--- src/hdl/ftw_pkg.sv ---
// ****************************************************************
// factory trim word store: shared constants and carriers
// ****************************************************************
package ftw_pkg;

   localparam int WORD_W = 14;
   localparam int ADDR_W = 14;

   // ****************************************************************
   // calibration area in program memory space
   // ****************************************************************
   localparam logic [13:0] CAL_FIRST_ADDR = 14'h2080;
   localparam logic [13:0] CAL_LAST_ADDR = 14'h208f;
   localparam logic [13:0] THERMAL_AMP_ADDR = 14'h2083;
   localparam logic [13:0] TEMP_REF_ADDR = 14'h2084;
   localparam logic [13:0] COARSE_OFS_ADDR = 14'h2085;
   localparam logic [13:0] FINE_OFS_ADDR = 14'h2086;
   localparam logic [13:0] ZERO_WORD = 14'h0000;

   // ****************************************************************
   // field layout
   // ****************************************************************
   localparam int OVT_MSB = 11;
   localparam int OVT_LSB = 8;
   localparam int OVT_W = 4;
   localparam int AMP_MSB = 3;
   localparam int AMP_LSB = 0;
   localparam int AMP_W = 4;
   localparam int TSR_MSB = 9;
   localparam int TSR_LSB = 0;
   localparam int TSR_W = 10;
   localparam int OFS_MSB = 7;
   localparam int OFS_LSB = 0;
   localparam int OFS_W = 8;

   // ****************************************************************
   // weight of one offset count
   // ****************************************************************
   localparam int COARSE_STEP_MV = 16;
   // fine step is 0.7 mV, carried in microvolts to stay integral
   localparam int FINE_STEP_UV = 700;
   localparam int COARSE_CORR_W = 13;
   localparam int FINE_CORR_W = 18;

   typedef struct packed {
      logic rd;
      logic wr;
      logic [13:0] addr;
      logic [13:0] wdata;
   } ftw_req_t;

   typedef struct packed {
      logic valid;
      logic hit;
      logic [13:0] data;
   } ftw_rsp_t;

endpackage : ftw_pkg

--- src/hdl/ftw_word_pack.sv ---
`timescale 1ns/1ns
`default_nettype none
// ****************************************************************
// places one field in a calibration word, all other bits zero
// ****************************************************************
module ftw_word_pack #(
   parameter int MSB = 3,
   parameter int LSB = 0
) (
   input wire logic [MSB-LSB:0] i_field,
   output logic [13:0] o_word
);

   genvar b;
   generate
      for (b = 0; b < ftw_pkg::WORD_W; b = b + 1) begin : g_bit
         if (b >= LSB && b <= MSB) begin : g_in
            assign o_word[b] = i_field[b-LSB];
         end else begin : g_out
            assign o_word[b] = 1'b0;
         end
      end
   endgenerate

endmodule : ftw_word_pack
`default_nettype wire

--- src/hdl/ftw_offset_scale.sv ---
`timescale 1ns/1ns
`default_nettype none
// ****************************************************************
// two's complement offset count to signed correction
// ****************************************************************
module ftw_offset_scale #(
   parameter int STEP = 16,
   parameter int OUT_W = 13
) (
   input wire logic [7:0] i_count,
   output logic signed [OUT_W-1:0] o_corr,
   output logic o_neg
);

   localparam logic signed [OUT_W-1:0] STEP_S = OUT_W'(STEP);

   logic signed [OUT_W-1:0] count_ext;

   // top bit of the count is the sign
   assign o_neg = i_count[ftw_pkg::OFS_MSB];
   assign count_ext = OUT_W'($signed(i_count));
   assign o_corr = count_ext * STEP_S;

endmodule : ftw_offset_scale
`default_nettype wire

--- src/hdl/ftw_trim_store.sv ---
`timescale 1ns/1ns
`default_nettype none
// Behaviour
// - The thermal and amp trim word carries the overtemperature threshold trim in bits 11..8.
// - The thermal and amp trim word carries the error-amplifier offset trim in bits 3..0.
// - Bits 13..12 and 7..4 of the thermal and amp trim word always read zero.
// - The word at 2084h holds the 10-bit temperature sensor reading at +30 C in bits 9..0.
// - Bits 13..10 of the temperature reference word always read zero.
// - The word at 2085h holds a signed coarse offset count in bits 7..0.
// - One coarse count weighs 16 mV and a set bit 7 means negative.
// - The word at 2086h holds a signed fine offset count in bits 7..0.
// - One fine count weighs 0.7 mV and a clear bit 7 means positive.
// - Bits 13..8 of both offset count words always read zero.
// - Locations 2080h..208Fh are read-only and reached through the flash read path.
// - The thermal and amp trim word sits at 2083h.
module ftw_trim_store #(
   parameter logic [3:0] OVT_TRIM = 4'hf,
   parameter logic [3:0] AMP_TRIM = 4'hf,
   parameter logic [9:0] TEMP_REF = 10'h3ff,
   parameter logic [7:0] COARSE_COUNT = 8'hff,
   parameter logic [7:0] FINE_COUNT = 8'hff
) (
   input wire logic I_SYS_CLK,
   input wire logic I_RESET_N,
   input wire ftw_pkg::ftw_req_t I_REQ,
   output var ftw_pkg::ftw_rsp_t O_RSP,
   output logic O_WR_IGNORED,
   output logic O_COARSE_NEG,
   output logic O_FINE_NEG,
   output logic signed [ftw_pkg::COARSE_CORR_W-1:0] O_COARSE_CORR_MV,
   output logic signed [ftw_pkg::FINE_CORR_W-1:0] O_FINE_CORR_UV
);

   // ****************************************************************
   // word images; contents are fixed at manufacture
   // ****************************************************************
   logic [13:0] ovt_word;
   logic [13:0] amp_word;
   logic [13:0] thermal_amp_word;
   logic [13:0] temp_ref_word;
   logic [13:0] coarse_word;
   logic [13:0] fine_word;

   ftw_word_pack #(
      .MSB(ftw_pkg::OVT_MSB),
      .LSB(ftw_pkg::OVT_LSB)
   ) u_pack_ovt (
      .i_field(OVT_TRIM),
      .o_word(ovt_word)
   );

   ftw_word_pack #(
      .MSB(ftw_pkg::AMP_MSB),
      .LSB(ftw_pkg::AMP_LSB)
   ) u_pack_amp (
      .i_field(AMP_TRIM),
      .o_word(amp_word)
   );

   // unused positions are zero in both images, so or-ing keeps them zero
   assign thermal_amp_word = ovt_word | amp_word;

   ftw_word_pack #(
      .MSB(ftw_pkg::TSR_MSB),
      .LSB(ftw_pkg::TSR_LSB)
   ) u_pack_tsr (
      .i_field(TEMP_REF),
      .o_word(temp_ref_word)
   );

   ftw_word_pack #(
      .MSB(ftw_pkg::OFS_MSB),
      .LSB(ftw_pkg::OFS_LSB)
   ) u_pack_coarse (
      .i_field(COARSE_COUNT),
      .o_word(coarse_word)
   );

   ftw_word_pack #(
      .MSB(ftw_pkg::OFS_MSB),
      .LSB(ftw_pkg::OFS_LSB)
   ) u_pack_fine (
      .i_field(FINE_COUNT),
      .o_word(fine_word)
   );

   // ****************************************************************
   // offset counts as signed corrections
   // ****************************************************************
   logic signed [ftw_pkg::COARSE_CORR_W-1:0] coarse_corr;
   logic signed [ftw_pkg::FINE_CORR_W-1:0] fine_corr;
   logic coarse_neg;
   logic fine_neg;

   ftw_offset_scale #(
      .STEP(ftw_pkg::COARSE_STEP_MV),
      .OUT_W(ftw_pkg::COARSE_CORR_W)
   ) u_scale_coarse (
      .i_count(COARSE_COUNT),
      .o_corr(coarse_corr),
      .o_neg(coarse_neg)
   );

   ftw_offset_scale #(
      .STEP(ftw_pkg::FINE_STEP_UV),
      .OUT_W(ftw_pkg::FINE_CORR_W)
   ) u_scale_fine (
      .i_count(FINE_COUNT),
      .o_corr(fine_corr),
      .o_neg(fine_neg)
   );

   // ****************************************************************
   // address decode
   // ****************************************************************
   logic in_area;
   logic is_thermal_amp;
   logic is_temp_ref;
   logic is_coarse;
   logic is_fine;
   logic [13:0] sel_word;

   assign in_area = (I_REQ.addr >= ftw_pkg::CAL_FIRST_ADDR) &&
                    (I_REQ.addr <= ftw_pkg::CAL_LAST_ADDR);
   assign is_thermal_amp = I_REQ.addr == ftw_pkg::THERMAL_AMP_ADDR;
   assign is_temp_ref = I_REQ.addr == ftw_pkg::TEMP_REF_ADDR;
   assign is_coarse = I_REQ.addr == ftw_pkg::COARSE_OFS_ADDR;
   assign is_fine = I_REQ.addr == ftw_pkg::FINE_OFS_ADDR;

   // other area locations belong to words held elsewhere and read zero here
   assign sel_word = is_thermal_amp ? thermal_amp_word :
                     is_temp_ref ? temp_ref_word :
                     is_coarse ? coarse_word :
                     is_fine ? fine_word :
                     ftw_pkg::ZERO_WORD;

   // ****************************************************************
   // read answer and write refusal
   // ****************************************************************
   ftw_pkg::ftw_rsp_t next_rsp;
   logic next_wr_ignored;

   assign next_rsp.valid = I_REQ.rd;
   assign next_rsp.hit = I_REQ.rd && in_area;
   assign next_rsp.data = next_rsp.hit ? sel_word : ftw_pkg::ZERO_WORD;
   // write data is never stored anywhere: the store has no write path
   assign next_wr_ignored = I_REQ.wr && in_area;

   // data stands until the next read so a slow reader can sample late
   always_ff @(posedge I_SYS_CLK or negedge I_RESET_N) begin
      if (!I_RESET_N) begin
         O_RSP <= '0;
      end else if (I_REQ.rd) begin
         O_RSP <= next_rsp;
      end else begin
         O_RSP.valid <= 1'b0;
      end
   end

   always_ff @(posedge I_SYS_CLK or negedge I_RESET_N) begin
      if (!I_RESET_N) begin
         O_WR_IGNORED <= 1'b0;
      end else begin
         O_WR_IGNORED <= next_wr_ignored;
      end
   end

   always_ff @(posedge I_SYS_CLK or negedge I_RESET_N) begin
      if (!I_RESET_N) begin
         O_COARSE_CORR_MV <= '0;
         O_FINE_CORR_UV <= '0;
         O_COARSE_NEG <= 1'b0;
         O_FINE_NEG <= 1'b0;
      end else begin
         O_COARSE_CORR_MV <= coarse_corr;
         O_FINE_CORR_UV <= fine_corr;
         O_COARSE_NEG <= coarse_neg;
         O_FINE_NEG <= fine_neg;
      end
   end

   // ****************************************************************
   // checks
   // ****************************************************************
   logic signed [ftw_pkg::COARSE_CORR_W-1:0] exp_coarse;
   logic signed [ftw_pkg::FINE_CORR_W-1:0] exp_fine;

   assign exp_coarse = ftw_pkg::COARSE_CORR_W'($signed(COARSE_COUNT)) *
                       ftw_pkg::COARSE_CORR_W'(ftw_pkg::COARSE_STEP_MV);
   assign exp_fine = ftw_pkg::FINE_CORR_W'($signed(FINE_COUNT)) *
                     ftw_pkg::FINE_CORR_W'(ftw_pkg::FINE_STEP_UV);

   a_thermal_fields:
   assert property (@(posedge I_SYS_CLK) disable iff (!I_RESET_N)
      I_REQ.rd && I_REQ.addr == ftw_pkg::THERMAL_AMP_ADDR |=>
      O_RSP.valid && O_RSP.data[ftw_pkg::OVT_MSB:ftw_pkg::OVT_LSB] ==
      OVT_TRIM)
      else $error("threshold trim field wrong");

   a_amp_field:
   assert property (@(posedge I_SYS_CLK) disable iff (!I_RESET_N)
      I_REQ.rd && I_REQ.addr == ftw_pkg::THERMAL_AMP_ADDR |=>
      O_RSP.data[ftw_pkg::AMP_MSB:ftw_pkg::AMP_LSB] == AMP_TRIM)
      else $error("amp offset trim field wrong");

   a_thermal_unused:
   assert property (@(posedge I_SYS_CLK) disable iff (!I_RESET_N)
      I_REQ.rd && I_REQ.addr == ftw_pkg::THERMAL_AMP_ADDR |=>
      O_RSP.data[13:12] == 2'h0 && O_RSP.data[7:4] == 4'h0)
      else $error("unused trim word bits not zero");

   a_temp_ref_word:
   assert property (@(posedge I_SYS_CLK) disable iff (!I_RESET_N)
      I_REQ.rd && I_REQ.addr == ftw_pkg::TEMP_REF_ADDR |=>
      O_RSP.hit && O_RSP.data[ftw_pkg::TSR_MSB:ftw_pkg::TSR_LSB] == TEMP_REF)
      else $error("temperature reference wrong");

   a_temp_ref_upper:
   assert property (@(posedge I_SYS_CLK) disable iff (!I_RESET_N)
      I_REQ.rd && I_REQ.addr == ftw_pkg::TEMP_REF_ADDR |=>
      O_RSP.data[13:10] == 4'h0)
      else $error("temperature word upper bits not zero");

   a_coarse_word:
   assert property (@(posedge I_SYS_CLK) disable iff (!I_RESET_N)
      I_REQ.rd && I_REQ.addr == ftw_pkg::COARSE_OFS_ADDR |=>
      O_RSP.data[ftw_pkg::OFS_MSB:ftw_pkg::OFS_LSB] == COARSE_COUNT)
      else $error("coarse count wrong");

   a_coarse_scale:
   assert property (@(posedge I_SYS_CLK) disable iff (!I_RESET_N)
      $past(I_RESET_N) |-> O_COARSE_CORR_MV == exp_coarse &&
      O_COARSE_NEG == COARSE_COUNT[ftw_pkg::OFS_MSB])
      else $error("coarse correction wrong");

   a_fine_word:
   assert property (@(posedge I_SYS_CLK) disable iff (!I_RESET_N)
      I_REQ.rd && I_REQ.addr == ftw_pkg::FINE_OFS_ADDR |=>
      O_RSP.data[ftw_pkg::OFS_MSB:ftw_pkg::OFS_LSB] == FINE_COUNT)
      else $error("fine count wrong");

   a_fine_scale:
   assert property (@(posedge I_SYS_CLK) disable iff (!I_RESET_N)
      $past(I_RESET_N) |-> O_FINE_CORR_UV == exp_fine &&
      O_FINE_NEG == FINE_COUNT[ftw_pkg::OFS_MSB])
      else $error("fine correction wrong");

   a_offset_upper:
   assert property (@(posedge I_SYS_CLK) disable iff (!I_RESET_N)
      I_REQ.rd && (I_REQ.addr == ftw_pkg::COARSE_OFS_ADDR ||
      I_REQ.addr == ftw_pkg::FINE_OFS_ADDR) |=> O_RSP.data[13:8] == 6'h00)
      else $error("offset word upper bits not zero");

   a_outside_miss:
   assert property (@(posedge I_SYS_CLK) disable iff (!I_RESET_N)
      I_REQ.rd && !in_area |=>
      O_RSP.valid && !O_RSP.hit && O_RSP.data == ftw_pkg::ZERO_WORD)
      else $error("read outside area answered as hit");

   a_write_refused:
   assert property (@(posedge I_SYS_CLK) disable iff (!I_RESET_N)
      I_REQ.wr && in_area && !I_REQ.rd |=>
      O_WR_IGNORED && !O_RSP.valid && $stable(O_RSP.data))
      else $error("write to calibration area had an effect");

   a_read_pulse:
   assert property (@(posedge I_SYS_CLK) disable iff (!I_RESET_N)
      !I_REQ.rd |=> !O_RSP.valid)
      else $error("answer without a read");

   a_area_hit:
   assert property (@(posedge I_SYS_CLK) disable iff (!I_RESET_N)
      I_REQ.rd && I_REQ.addr >= ftw_pkg::CAL_FIRST_ADDR &&
      I_REQ.addr <= ftw_pkg::CAL_LAST_ADDR |=> O_RSP.valid && O_RSP.hit)
      else $error("read inside area not answered as hit");

   a_thermal_whole:
   assert property (@(posedge I_SYS_CLK) disable iff (!I_RESET_N)
      I_REQ.rd && I_REQ.addr == ftw_pkg::THERMAL_AMP_ADDR |=>
      O_RSP.hit && O_RSP.data == {2'h0, OVT_TRIM, 4'h0, AMP_TRIM})
      else $error("thermal and amp trim word wrong");

   a_temp_whole:
   assert property (@(posedge I_SYS_CLK) disable iff (!I_RESET_N)
      I_REQ.rd && I_REQ.addr == ftw_pkg::TEMP_REF_ADDR |=>
      O_RSP.valid && O_RSP.data == {4'h0, TEMP_REF})
      else $error("temperature reference word wrong");

   a_coarse_whole:
   assert property (@(posedge I_SYS_CLK) disable iff (!I_RESET_N)
      I_REQ.rd && I_REQ.addr == ftw_pkg::COARSE_OFS_ADDR |=>
      O_RSP.hit && O_RSP.data == {6'h00, COARSE_COUNT})
      else $error("coarse offset word wrong");

   a_fine_whole:
   assert property (@(posedge I_SYS_CLK) disable iff (!I_RESET_N)
      I_REQ.rd && I_REQ.addr == ftw_pkg::FINE_OFS_ADDR |=>
      O_RSP.hit && O_RSP.data == {6'h00, FINE_COUNT})
      else $error("fine offset word wrong");

   a_answer_holds:
   assert property (@(posedge I_SYS_CLK) disable iff (!I_RESET_N)
      !I_REQ.rd |=> $stable(O_RSP.data) && $stable(O_RSP.hit))
      else $error("answer changed without a read");

   a_refusal_cause:
   assert property (@(posedge I_SYS_CLK) disable iff (!I_RESET_N)
      !I_REQ.wr |=> !O_WR_IGNORED)
      else $error("write refusal without a write");

   a_spare_zero:
   assert property (@(posedge I_SYS_CLK) disable iff (!I_RESET_N)
      I_REQ.rd && I_REQ.addr >= ftw_pkg::CAL_FIRST_ADDR &&
      I_REQ.addr < ftw_pkg::THERMAL_AMP_ADDR |=>
      O_RSP.data == ftw_pkg::ZERO_WORD)
      else $error("unpopulated area word not zero");

endmodule : ftw_trim_store
`default_nettype wire

--- config.mk ---
export PLATFORM = sky130hd
export DESIGN_NAME = ftw_trim_store
export DESIGN_NICKNAME = d
export VERILOG_FILES = /design/src/hdl/ftw_pkg.sv /design/src/hdl/ftw_word_pack.sv /design/src/hdl/ftw_offset_scale.sv /design/src/hdl/ftw_trim_store.sv
export SDC_FILE = /design/constraint.sdc
export NUM_CORES = 1
export LEC_CHECK = 0
export ABC_AREA = 1
export BUFFER_PORTS_ARGS = -buffer_cell sky130_fd_sc_hd__buf_2
export CAP_MARGIN = 0
export CORE_MARGIN = 10
export CORE_UTILIZATION = 32
export CTS_CLUSTER_DIAMETER = 40
export CTS_CLUSTER_SIZE = 14
export DETAILED_ROUTE_END_ITERATION = 12
export GPL_TIMING_DRIVEN = 0
export PLACE_DENSITY_LB_ADDON = 0.2
export SYNTH_ARGS = -nofsm -noshare
export SYNTH_HDL_FRONTEND = slang
export SYNTH_SLANG_ARGS = --single-unit
--- constraint.sdc ---
create_clock -name I_SYS_CLK -period 1.35 [get_ports I_SYS_CLK]
set_input_delay 0.405 -clock I_SYS_CLK [delete_from_list [all_inputs] [get_ports I_SYS_CLK]]
set_output_delay 0.405 -clock I_SYS_CLK [all_outputs]
set_load 0.01 [all_outputs]
==> impl_metrics.tcl, run 1 <==
set metrics [dict create \
    synth_edf_count 0 \
    holdPathEnd "O_RSP[15]$_DFF_PN0_" \
    holdCritStartpoint "I_REQ[29]" \
    clock_sinks 8 \
    num_antenna_cells 0 \
    fmax_mhz 680.3 \
    yosys_most_used_dff "dfrtp_1" \
    clkLatencyLatePin_ns 0.25 \
    max_stage_delay_ns 0.42 \
    r2r_start "O_RSP[3]$_DFFE_PN0P_" \
    hold_depth 1 \
    cts_max_level 1 \
    drive_above_1_share_pct 66.87 \
    row_count 16 \
    worst_slack_ns -0.1199 \
    power_leakage_nw 0.7838 \
    synth.largest_area_cell "buf_4" \
    crit_type "reg2out" \
    vias_per_cell 3.542 \
    cts_tree "built" \
    grt_pass1_vias 715 \
    hold_path_class "in2reg" \
    clkSlewWorstSetupHoldPaths_ns 0.06 \
    grt_pass1_wl_um 3139 \
    ant_nets 0 \
    synthTopCellsByCount "buf_4, nand2_1, dfrtp_1, inv_1, nor2_1" \
    setup_violations 22 \
    cap_violations 0 \
    ys_seq_area_share_pct 29.04 \
    wl_per_cell_um 10.69 \
    crit_path_top_delay_cell "dfrtp_2" \
    hold-worst-slack_ns 0.3219 \
    synth_fa_ha_area_share_pct 0 \
    area_delta_synth_final_pct 81.67 \
    worst_r2r_path_depth 3 \
    nets 197 \
    cp.required_ns 0.95 \
    critPathBufInv 3 \
    placed_area_mm2 0.001039 \
    cts_inserted_buffers 3 \
    crit_family "flip-flops" \
    coreArea_mm2 0.002002 \
    synthSimpleGateAreaFrac_pct 19.06 \
    drtPass1Iterations 4 \
    fin_crit_sh_pct 108.9 \
    ir_drop_mv 0.2754 \
    avgSynthCellArea_um2 7.746 \
    pre_cts_slack_ns -0.1026 \
    synth_most_common_cell "buf_4" \
    worstPathCellList "buf_6, buf_4, buf_2" \
    synth-seq-cells 8 \
    synth_top_area_share_pct 45.74 \
    yosys-top-cells-area "buf_4, dfrtp_1, nand2_1" \
    cts_buffer_depth 2 \
    final_area_mm2 0.001252 \
    violations "negative setup slack" \
    grt_start_max_net_pins 12 \
    die_area_mm2 0.004411 \
    track_usage_pct 9.082 \
    r2r_setup_slack_ns 0.53 \
    dp_hpwl_um 1729 \
    synthDistinctLibCells 14 \
    gp_congestion 0.7179 \
    syn_inst 89 \
    start_kind "register" \
    via_count 673 \
    synth_top_family_by_area "buffers and inverters" \
    die_height_um 66.42 \
    slew_violations 0 \
    io_buffer_count 54 \
    rsz0062_at_grt "yes" \
    yosysWarnings 0 \
    min_period_ns 1.470 \
    hold_viol 0 \
    die_x_um 66.42 \
    synth_area_um2 689.4 \
    crit_path_end_kind "primary output" \
    initial_core_util_pct 34.44 \
    antenna_found_initial 0 \
    synthMuxAreaShare_pct 0 \
    drt_iter0_drc 4 \
    clock_skew_ns 0 \
    synth-xor-area-share_pct 0 \
    synthArstFlopShare_pct 100.0 \
    routed_wl_um 2032 \
    cp.arrival_ns 1.06 \
    cp_max_fo 11 \
    io_pins 82 \
    root_buffer "clkbuf_4" \
    p_per_area_mw_per_mm2 534.4 \
    gr-total-overflow 0 \
    synth_compound_area_share_pct 0.7260 \
    drc 0 \
    status "complete, but fails checks" \
    rr_endpoint "O_RSP[3]$_DFFE_PN0P_" \
]
==> state kept, by name, indices dropped and copies added, names as in the netlist <==
name            flops
O_RSP               6
O_WR_IGNORED        1
O_FINE_CORR_UV      1
==> worst max path at each step <==
stage | from | end | cells past startpoint
3_3_place_gp | O_FINE_CORR_UV[2]$_DFF_PN0_ | O_FINE_NEG | 2
2_1_floorplan | O_FINE_CORR_UV[2]$_DFF_PN0_ | O_COARSE_CORR_MV[10] | 1
3_5_place_dp | O_FINE_CORR_UV[2]$_DFF_PN0_ | O_COARSE_CORR_MV[8] | 2
5_1_grt | O_FINE_CORR_UV[2]$_DFF_PN0_ | O_FINE_CORR_UV[11] | 3
6_report | O_FINE_CORR_UV[2]$_DFF_PN0_ | O_FINE_CORR_UV[11] | 3
4_1_cts | O_FINE_CORR_UV[2]$_DFF_PN0_ | O_COARSE_CORR_MV[8] | 3
==> metal layers <==
layer | up-vias | routed length (um) | global-route usage, %
li1 | 360 | - | -
met1 | 268 | 679 | 8.080
met2 | 43 | 990 | 15.67
met3 | 2 | 356 | 6.102
met4 | 0 | 6 | 3.927
met5 | - | 0 | 0
==> area by class of cell <==
cell class	instances	area, um2
Fill cell	202	749.5
Buffer	42	367.9
Tap cell	27	33.78
Clock buffer	3	22.52
Timing Repair Buffer	59	405.4
Sequential cell	8	203.9
Multi-Input combinational cell	43	188.9
Inverter	8	30.03
==> layout by cell type, fill, tap and decap left out, drive strengths merged <==
cell type,n
conb,14
nand2,15
o21ai,1
dlygate4sd3,1
clkbuf,3
inv,8
dfrtp,8
nor2,7
nand4,2
and3,1
buf,100
nand3,2
nor3,1
==> repair_timing <==
action                     CTS  global route
hold buffers                 1             0
gates resized for setup     26             8
setup endpoints to repair   28            28
buffers inserted             4             0
hold endpoints to repair     8             0
==> metrics by stage <==
stage                     utilization, %  total power, mW  instances  TNS [ns]
after global placement             51.88           0.4486        182   -0.8734
after global routing               62.56           0.7113        190    -3.148
after floorplan                        -           0.3806        101         0
after CTS                          61.31           0.6793        190    -2.484
after detailed placement           51.88           0.4527        182    -2.075
final                              62.56           0.6693        190    -2.155
==> report_power, final <==
group / switching, mW / internal, mW / total (mW)
sequential: 0.00200 / 0.243 / 0.245
clock: 0.0803 / 0.102 / 0.182
combinational: 0.102 / 0.140 / 0.242
total: 0.185 / 0.485 / 0.669
==> kinds of logic after synthesis <==
group,after synthesis
AOI/OAI and AO/OA,1
buffers and inverters,50
DFF,8
other,2
and+or+nand+nor,28
No activity file was read; power rests on OpenSTA's default activity.
==> run 2: changes to the inputs <==
Settings changed: CTS_CLUSTER_SIZE 14 to default, MAX_ROUTING_LAYER from default to met4.
==> impl_metrics.tcl, run 2 (same netlist as run 1, synthesis figures left out) <==
set metrics [dict create \
    io_pins 82 \
    row_count 16 \
    grt_start_max_net_pins 12 \
    combPwrFrac_pct 36.1 \
    fillers 202 \
    crit_path_end_kind "primary output" \
    p_int_mw 0.4846 \
    setup_violations 22 \
    coreArea_mm2 0.002002 \
    cp.required_ns 0.95 \
    swShare_pct 27.60 \
    crit_type "reg2out" \
    cts_tree "built" \
    grt_pass1_wl_um 3139 \
    cp_max_fo 11 \
    drive_above_1_share_pct 66.87 \
    fin_crit_sh_pct 108.9 \
    ant_nets 0 \
    dp_hpwl_um 1729 \
    power_leakage_nw 0.7838 \
    area_delta_synth_final_pct 81.67 \
    drt_iter0_drc 4 \
    violations "negative setup slack" \
    mostFrequentLayoutCell "buf_2" \
    fmax_mhz 680.3 \
    hold_viol 0 \
    num_antenna_cells 0 \
    ir_drop_mv 0.2754 \
    drc 0 \
    crit_path_top_delay_cell "dfrtp_2" \
    largest_register "O_RSP" \
    initial_core_util_pct 34.44 \
    seqPwrFrac_pct 36.7 \
    worstPathCellList "buf_6, buf_4, buf_2" \
    final_core_util_pct 62.56 \
    start_kind "register" \
    min_period_ns 1.470 \
    crit_family "flip-flops" \
    cts_inserted_buffers 3 \
    die_area_mm2 0.004411 \
    critPathBufInv 3 \
    track_usage_pct 9.336 \
    largest_reg_flops 6 \
    io_buffer_count 54 \
    clock_skew_ns 0 \
    power.total_mw 0.6693 \
    clkLatencyLatePin_ns 0.25 \
    nets 197 \
    gr-total-overflow 0 \
    vias_per_cell 3.542 \
    cts_buffer_depth 2 \
    max_stage_delay_ns 0.42 \
    routed_wl_um 2033 \
    worst_slack_ns -0.1199 \
    grt_pass1_vias 715 \
    hold_path_class "in2reg" \
    top_regs "O_RSP (6), O_FINE_CORR_UV (1), O_WR_IGNORED (1)" \
    via_count 673 \
    die_height_um 66.42 \
    antenna_found_initial 0 \
    clkPwrFrac_pct 27.2 \
    root_buffer "clkbuf_4" \
    final_cell_mix "buf_2, buf_4, buf_6" \
    slew_violations 0 \
    p_switching_mw 0.1847 \
    status "complete, but fails checks" \
    clkSlewWorstSetupHoldPaths_ns 0.06 \
    cts_max_level 1 \
    cp.arrival_ns 1.06 \
    drtPass1Iterations 4 \
    gp_congestion 0.7261 \
    wl_per_cell_um 10.70 \
    cap_violations 0 \
    die_x_um 66.42 \
    p_per_area_mw_per_mm2 534.4 \
    clock_sinks 8 \
    rsz0062_at_grt "yes" \
]
==> run 2: layout make-up <==
class,count,area [um2],area share [%]
Buffer,42,367.9,29.37
Clock buffer,3,22.52,1.798
Inverter,8,30.03,2.398
Multi-Input combinational cell,43,188.9,15.08
Sequential cell,8,203.9,16.28
Tap cell,27,33.78,2.697
Timing Repair Buffer,59,405.4,32.37
==> run 2: through the flow <==
step / TNS [ns] / worst slack, ns / hold slack, ns / instance area (um2) / instances
floorplan: 0 / 0.06417 / 0.1094 / 734.5 / 101
CTS: -2.484 / -0.1311 / 0.3148 / 1227 / 190
detailed placement: -2.075 / -0.1026 / 0.2537 / 1039 / 182
global placement: -0.8734 / -0.04406 / 0.2524 / 1039 / 182
finish: -2.155 / -0.1199 / 0.3219 / 1252 / 190
global route: -3.148 / -0.1627 / 0.3257 / 1252 / 190
==> run 2: path summary, 6_finish.rpt <==
path / cells after the start / slack, ns / from / to
max: 3 / -0.12 / O_FINE_CORR_UV[2]$_DFF_PN0_ / O_FINE_CORR_UV[11]
min: 1 / 0.32 / I_REQ[29] / O_RSP[15]$_DFF_PN0_
max reg2reg: 3 / 0.53 / O_RSP[3]$_DFFE_PN0P_ / O_RSP[3]$_DFFE_PN0P_
min reg2reg: 2 / 0.49 / O_RSP[14]$_DFFE_PN0P_ / O_RSP[14]$_DFFE_PN0P_
max in group asynchronous: 2 / 0.65 / I_RESET_N / O_FINE_CORR_UV[2]$_DFF_PN0_
min in group asynchronous: 2 / 0.51 / I_RESET_N / O_RSP[15]$_DFF_PN0_
==> run 2: what timing repair did <==
item / CTS / global route
setup endpoints to repair: 28 / 28
hold buffers: 1 / 0
endpoints found under the hold margin: 8 / 0
resized for setup: 26 / 8
setup buffers: 4 / 0
==> run 2: power by group through the flow <==
stage	clock [mW]	combinational, mW	sequential [mW]
2_1_floorplan	0	0.124	0.256
3_3_place_gp	0	0.193	0.255
3_5_place_dp	0	0.197	0.256
4_1_cts	0.193	0.241	0.245
5_1_grt	0.200	0.265	0.246
6_report	0.182	0.242	0.245
==> run 2: routing by layer <==
metal  GRT usage [%]  part of all wire [%]
met5               -                     0
met2           15.67                    49
met3           4.746                    14
met1           8.840                    36
met4           3.927                  0.30
==> run 3: changes to the inputs <==
Settings changed: PLACE_DENSITY_LB_ADDON 0.2 to 0.25.
==> impl_metrics.tcl, run 3 (same netlist as run 1, synthesis figures left out) <==
set metrics [dict create \
    initial_core_util_pct 34.44 \
    wl_per_cell_um 12.29 \
    hold_path_class "in2reg" \
    max_stage_delay_ns 0.44 \
    clkSlewWorstSetupHoldPaths_ns 0.05 \
    track_usage_pct 9.228 \
    hold_viol 0 \
    gr-total-overflow 0 \
    largest_register "O_RSP" \
    power_leakage_nw 0.8380 \
    slew_violations 0 \
    cts_tree "built" \
    grt_pass1_vias 731 \
    gp_congestion 0.6936 \
    worst_slack_ns -0.1280 \
    cts_inserted_buffers 3 \
    final_core_util_pct 70.75 \
    mostFrequentLayoutCell "buf_6" \
    final_cell_mix "buf_6, buf_2, buf_4" \
    crit_path_top_delay_cell "dfrtp_2" \
    clkLatencyLatePin_ns 0.25 \
    cp.required_ns 0.95 \
    top_regs "O_RSP (6), O_FINE_CORR_UV (1), O_WR_IGNORED (1)" \
    root_buffer "clkbuf_4" \
    cp.arrival_ns 1.07 \
    rsz0062_at_grt "yes" \
    grt_start_max_net_pins 12 \
    io_buffer_count 54 \
    clock_skew_ns 0 \
    vias_per_cell 3.702 \
    crit_type "reg2out" \
    nets 198 \
    cts_max_level 1 \
    die_area_mm2 0.004411 \
    seqCellArea_um2 203.9 \
    cts_buffer_depth 2 \
    min_period_ns 1.478 \
    area_delta_synth_final_pct 105.4 \
    p_per_area_mw_per_mm2 513.0 \
    via_count 707 \
    ant_nets 0 \
    cp_max_fo 8 \
    row_count 16 \
    largest_reg_flops 6 \
    ir_drop_mv 0.3234 \
    pre_cts_slack_ns -0.08912 \
    drtPass1Iterations 4 \
    critPathBufInv 3 \
    setup_violations 22 \
    die_x_um 66.42 \
    drive_above_1_share_pct 67.07 \
    grt_pass1_wl_um 3153 \
    crit_family "flip-flops" \
    cap_violations 0 \
    io_pins 82 \
    fillers 158 \
    clock_sinks 8 \
    dp_hpwl_um 1701 \
    fmax_mhz 676.6 \
    drt_iter0_drc 13 \
    fin_setup_tns_ns -2.367 \
    num_antenna_cells 0 \
    cp_common_cell "buf_6" \
    routed_wl_um 2347 \
    multi_input_area_um2 188.9 \
    worstPathCellList "buf_6, buf_6, buf_6" \
    violations "negative setup slack" \
    start_kind "register" \
    die_height_um 66.42 \
    crit_path_end_kind "primary output" \
    antenna_found_initial 0 \
    coreArea_mm2 0.002002 \
    fin_crit_sh_pct 109.5 \
    drc 0 \
    status "complete, but fails checks" \
]
run 3: cell count changes in the layout (fill, tap and decap cells not counted), sizes merged:
cell,delta
buf,+1
run 3: area by class of cell:
cell class / instances / area share (%)
Clock buffer: 3 / 1.590
Tap cell: 27 / 2.385
Buffer: 42 / 29.42
Timing Repair Buffer: 60 / 36.75
Multi-Input combinational cell: 43 / 13.34
Sequential cell: 8 / 14.40
Inverter: 8 / 2.120
run 3: metrics by stage:
| stage | cells | area, um2 | hold slack (ns) | power [mW] |
|---|---|---|---|---|
| 2_1_floorplan | 101 | 734.5 | 0.1094 | 0.3806 |
| 3_3_place_gp | 182 | 1039 | 0.2500 | 0.4471 |
| 3_5_place_dp | 182 | 1039 | 0.2546 | 0.4525 |
| 4_1_cts | 190 | 1189 | 0.3310 | 0.6669 |
| 5_1_grt | 191 | 1416 | 0.3339 | 0.7703 |
| 6_report | 191 | 1416 | 0.3391 | 0.7265 |
run 3: worst register-to-register path, stage by stage (launching register included):
cell	delay, ns
dfrtp_2	0.44
buf_4	0.14
nand2_1	0.05
nand3_1	0.07
run 3: power breakdown:
group          internal, mW  switching, mW  leakage (nW)
logic                 0.180          0.118         0.721
clock network         0.102         0.0802        0.0138
registers             0.243        0.00305         0.103
run 3: final timing paths:
check,depth (start not counted),startpoint,to,slack [ns]
max in group asynchronous,2,I_RESET_N,O_FINE_CORR_UV[2]$_DFF_PN0_,0.64
min in group asynchronous,2,I_RESET_N,O_RSP[7]$_DFFE_PN0P_,0.52
worst max register to register,3,O_RSP[3]$_DFFE_PN0P_,O_RSP[3]$_DFFE_PN0P_,0.53
worst min register to register,2,O_RSP[14]$_DFFE_PN0P_,O_RSP[14]$_DFFE_PN0P_,0.48
worst max-delay path,3,O_FINE_CORR_UV[2]$_DFF_PN0_,O_FINE_CORR_UV[15],-0.13
worst min-delay path,1,I_REQ[29],O_RSP[15]$_DFF_PN0_,0.34
run 3: layer usage:
layer,vias up,share of wire (%),GRT usage (%)
met4,0,1.1,4.712
met3,4,11,4.407
li1,363,-,-
met2,49,45,15.55
met1,291,42,8.547
met5,-,0,-
run 3: what timing repair did:
item / in CTS / in global routing
pin swaps: 0 / 0
hold buffers: 1 / 0
hold endpoints to repair: 8 / 0
gates cloned: 0 / 1
resized for setup: 17 / 52
buffers inserted: 4 / 0
endpoints found under the setup margin: 25 / 30
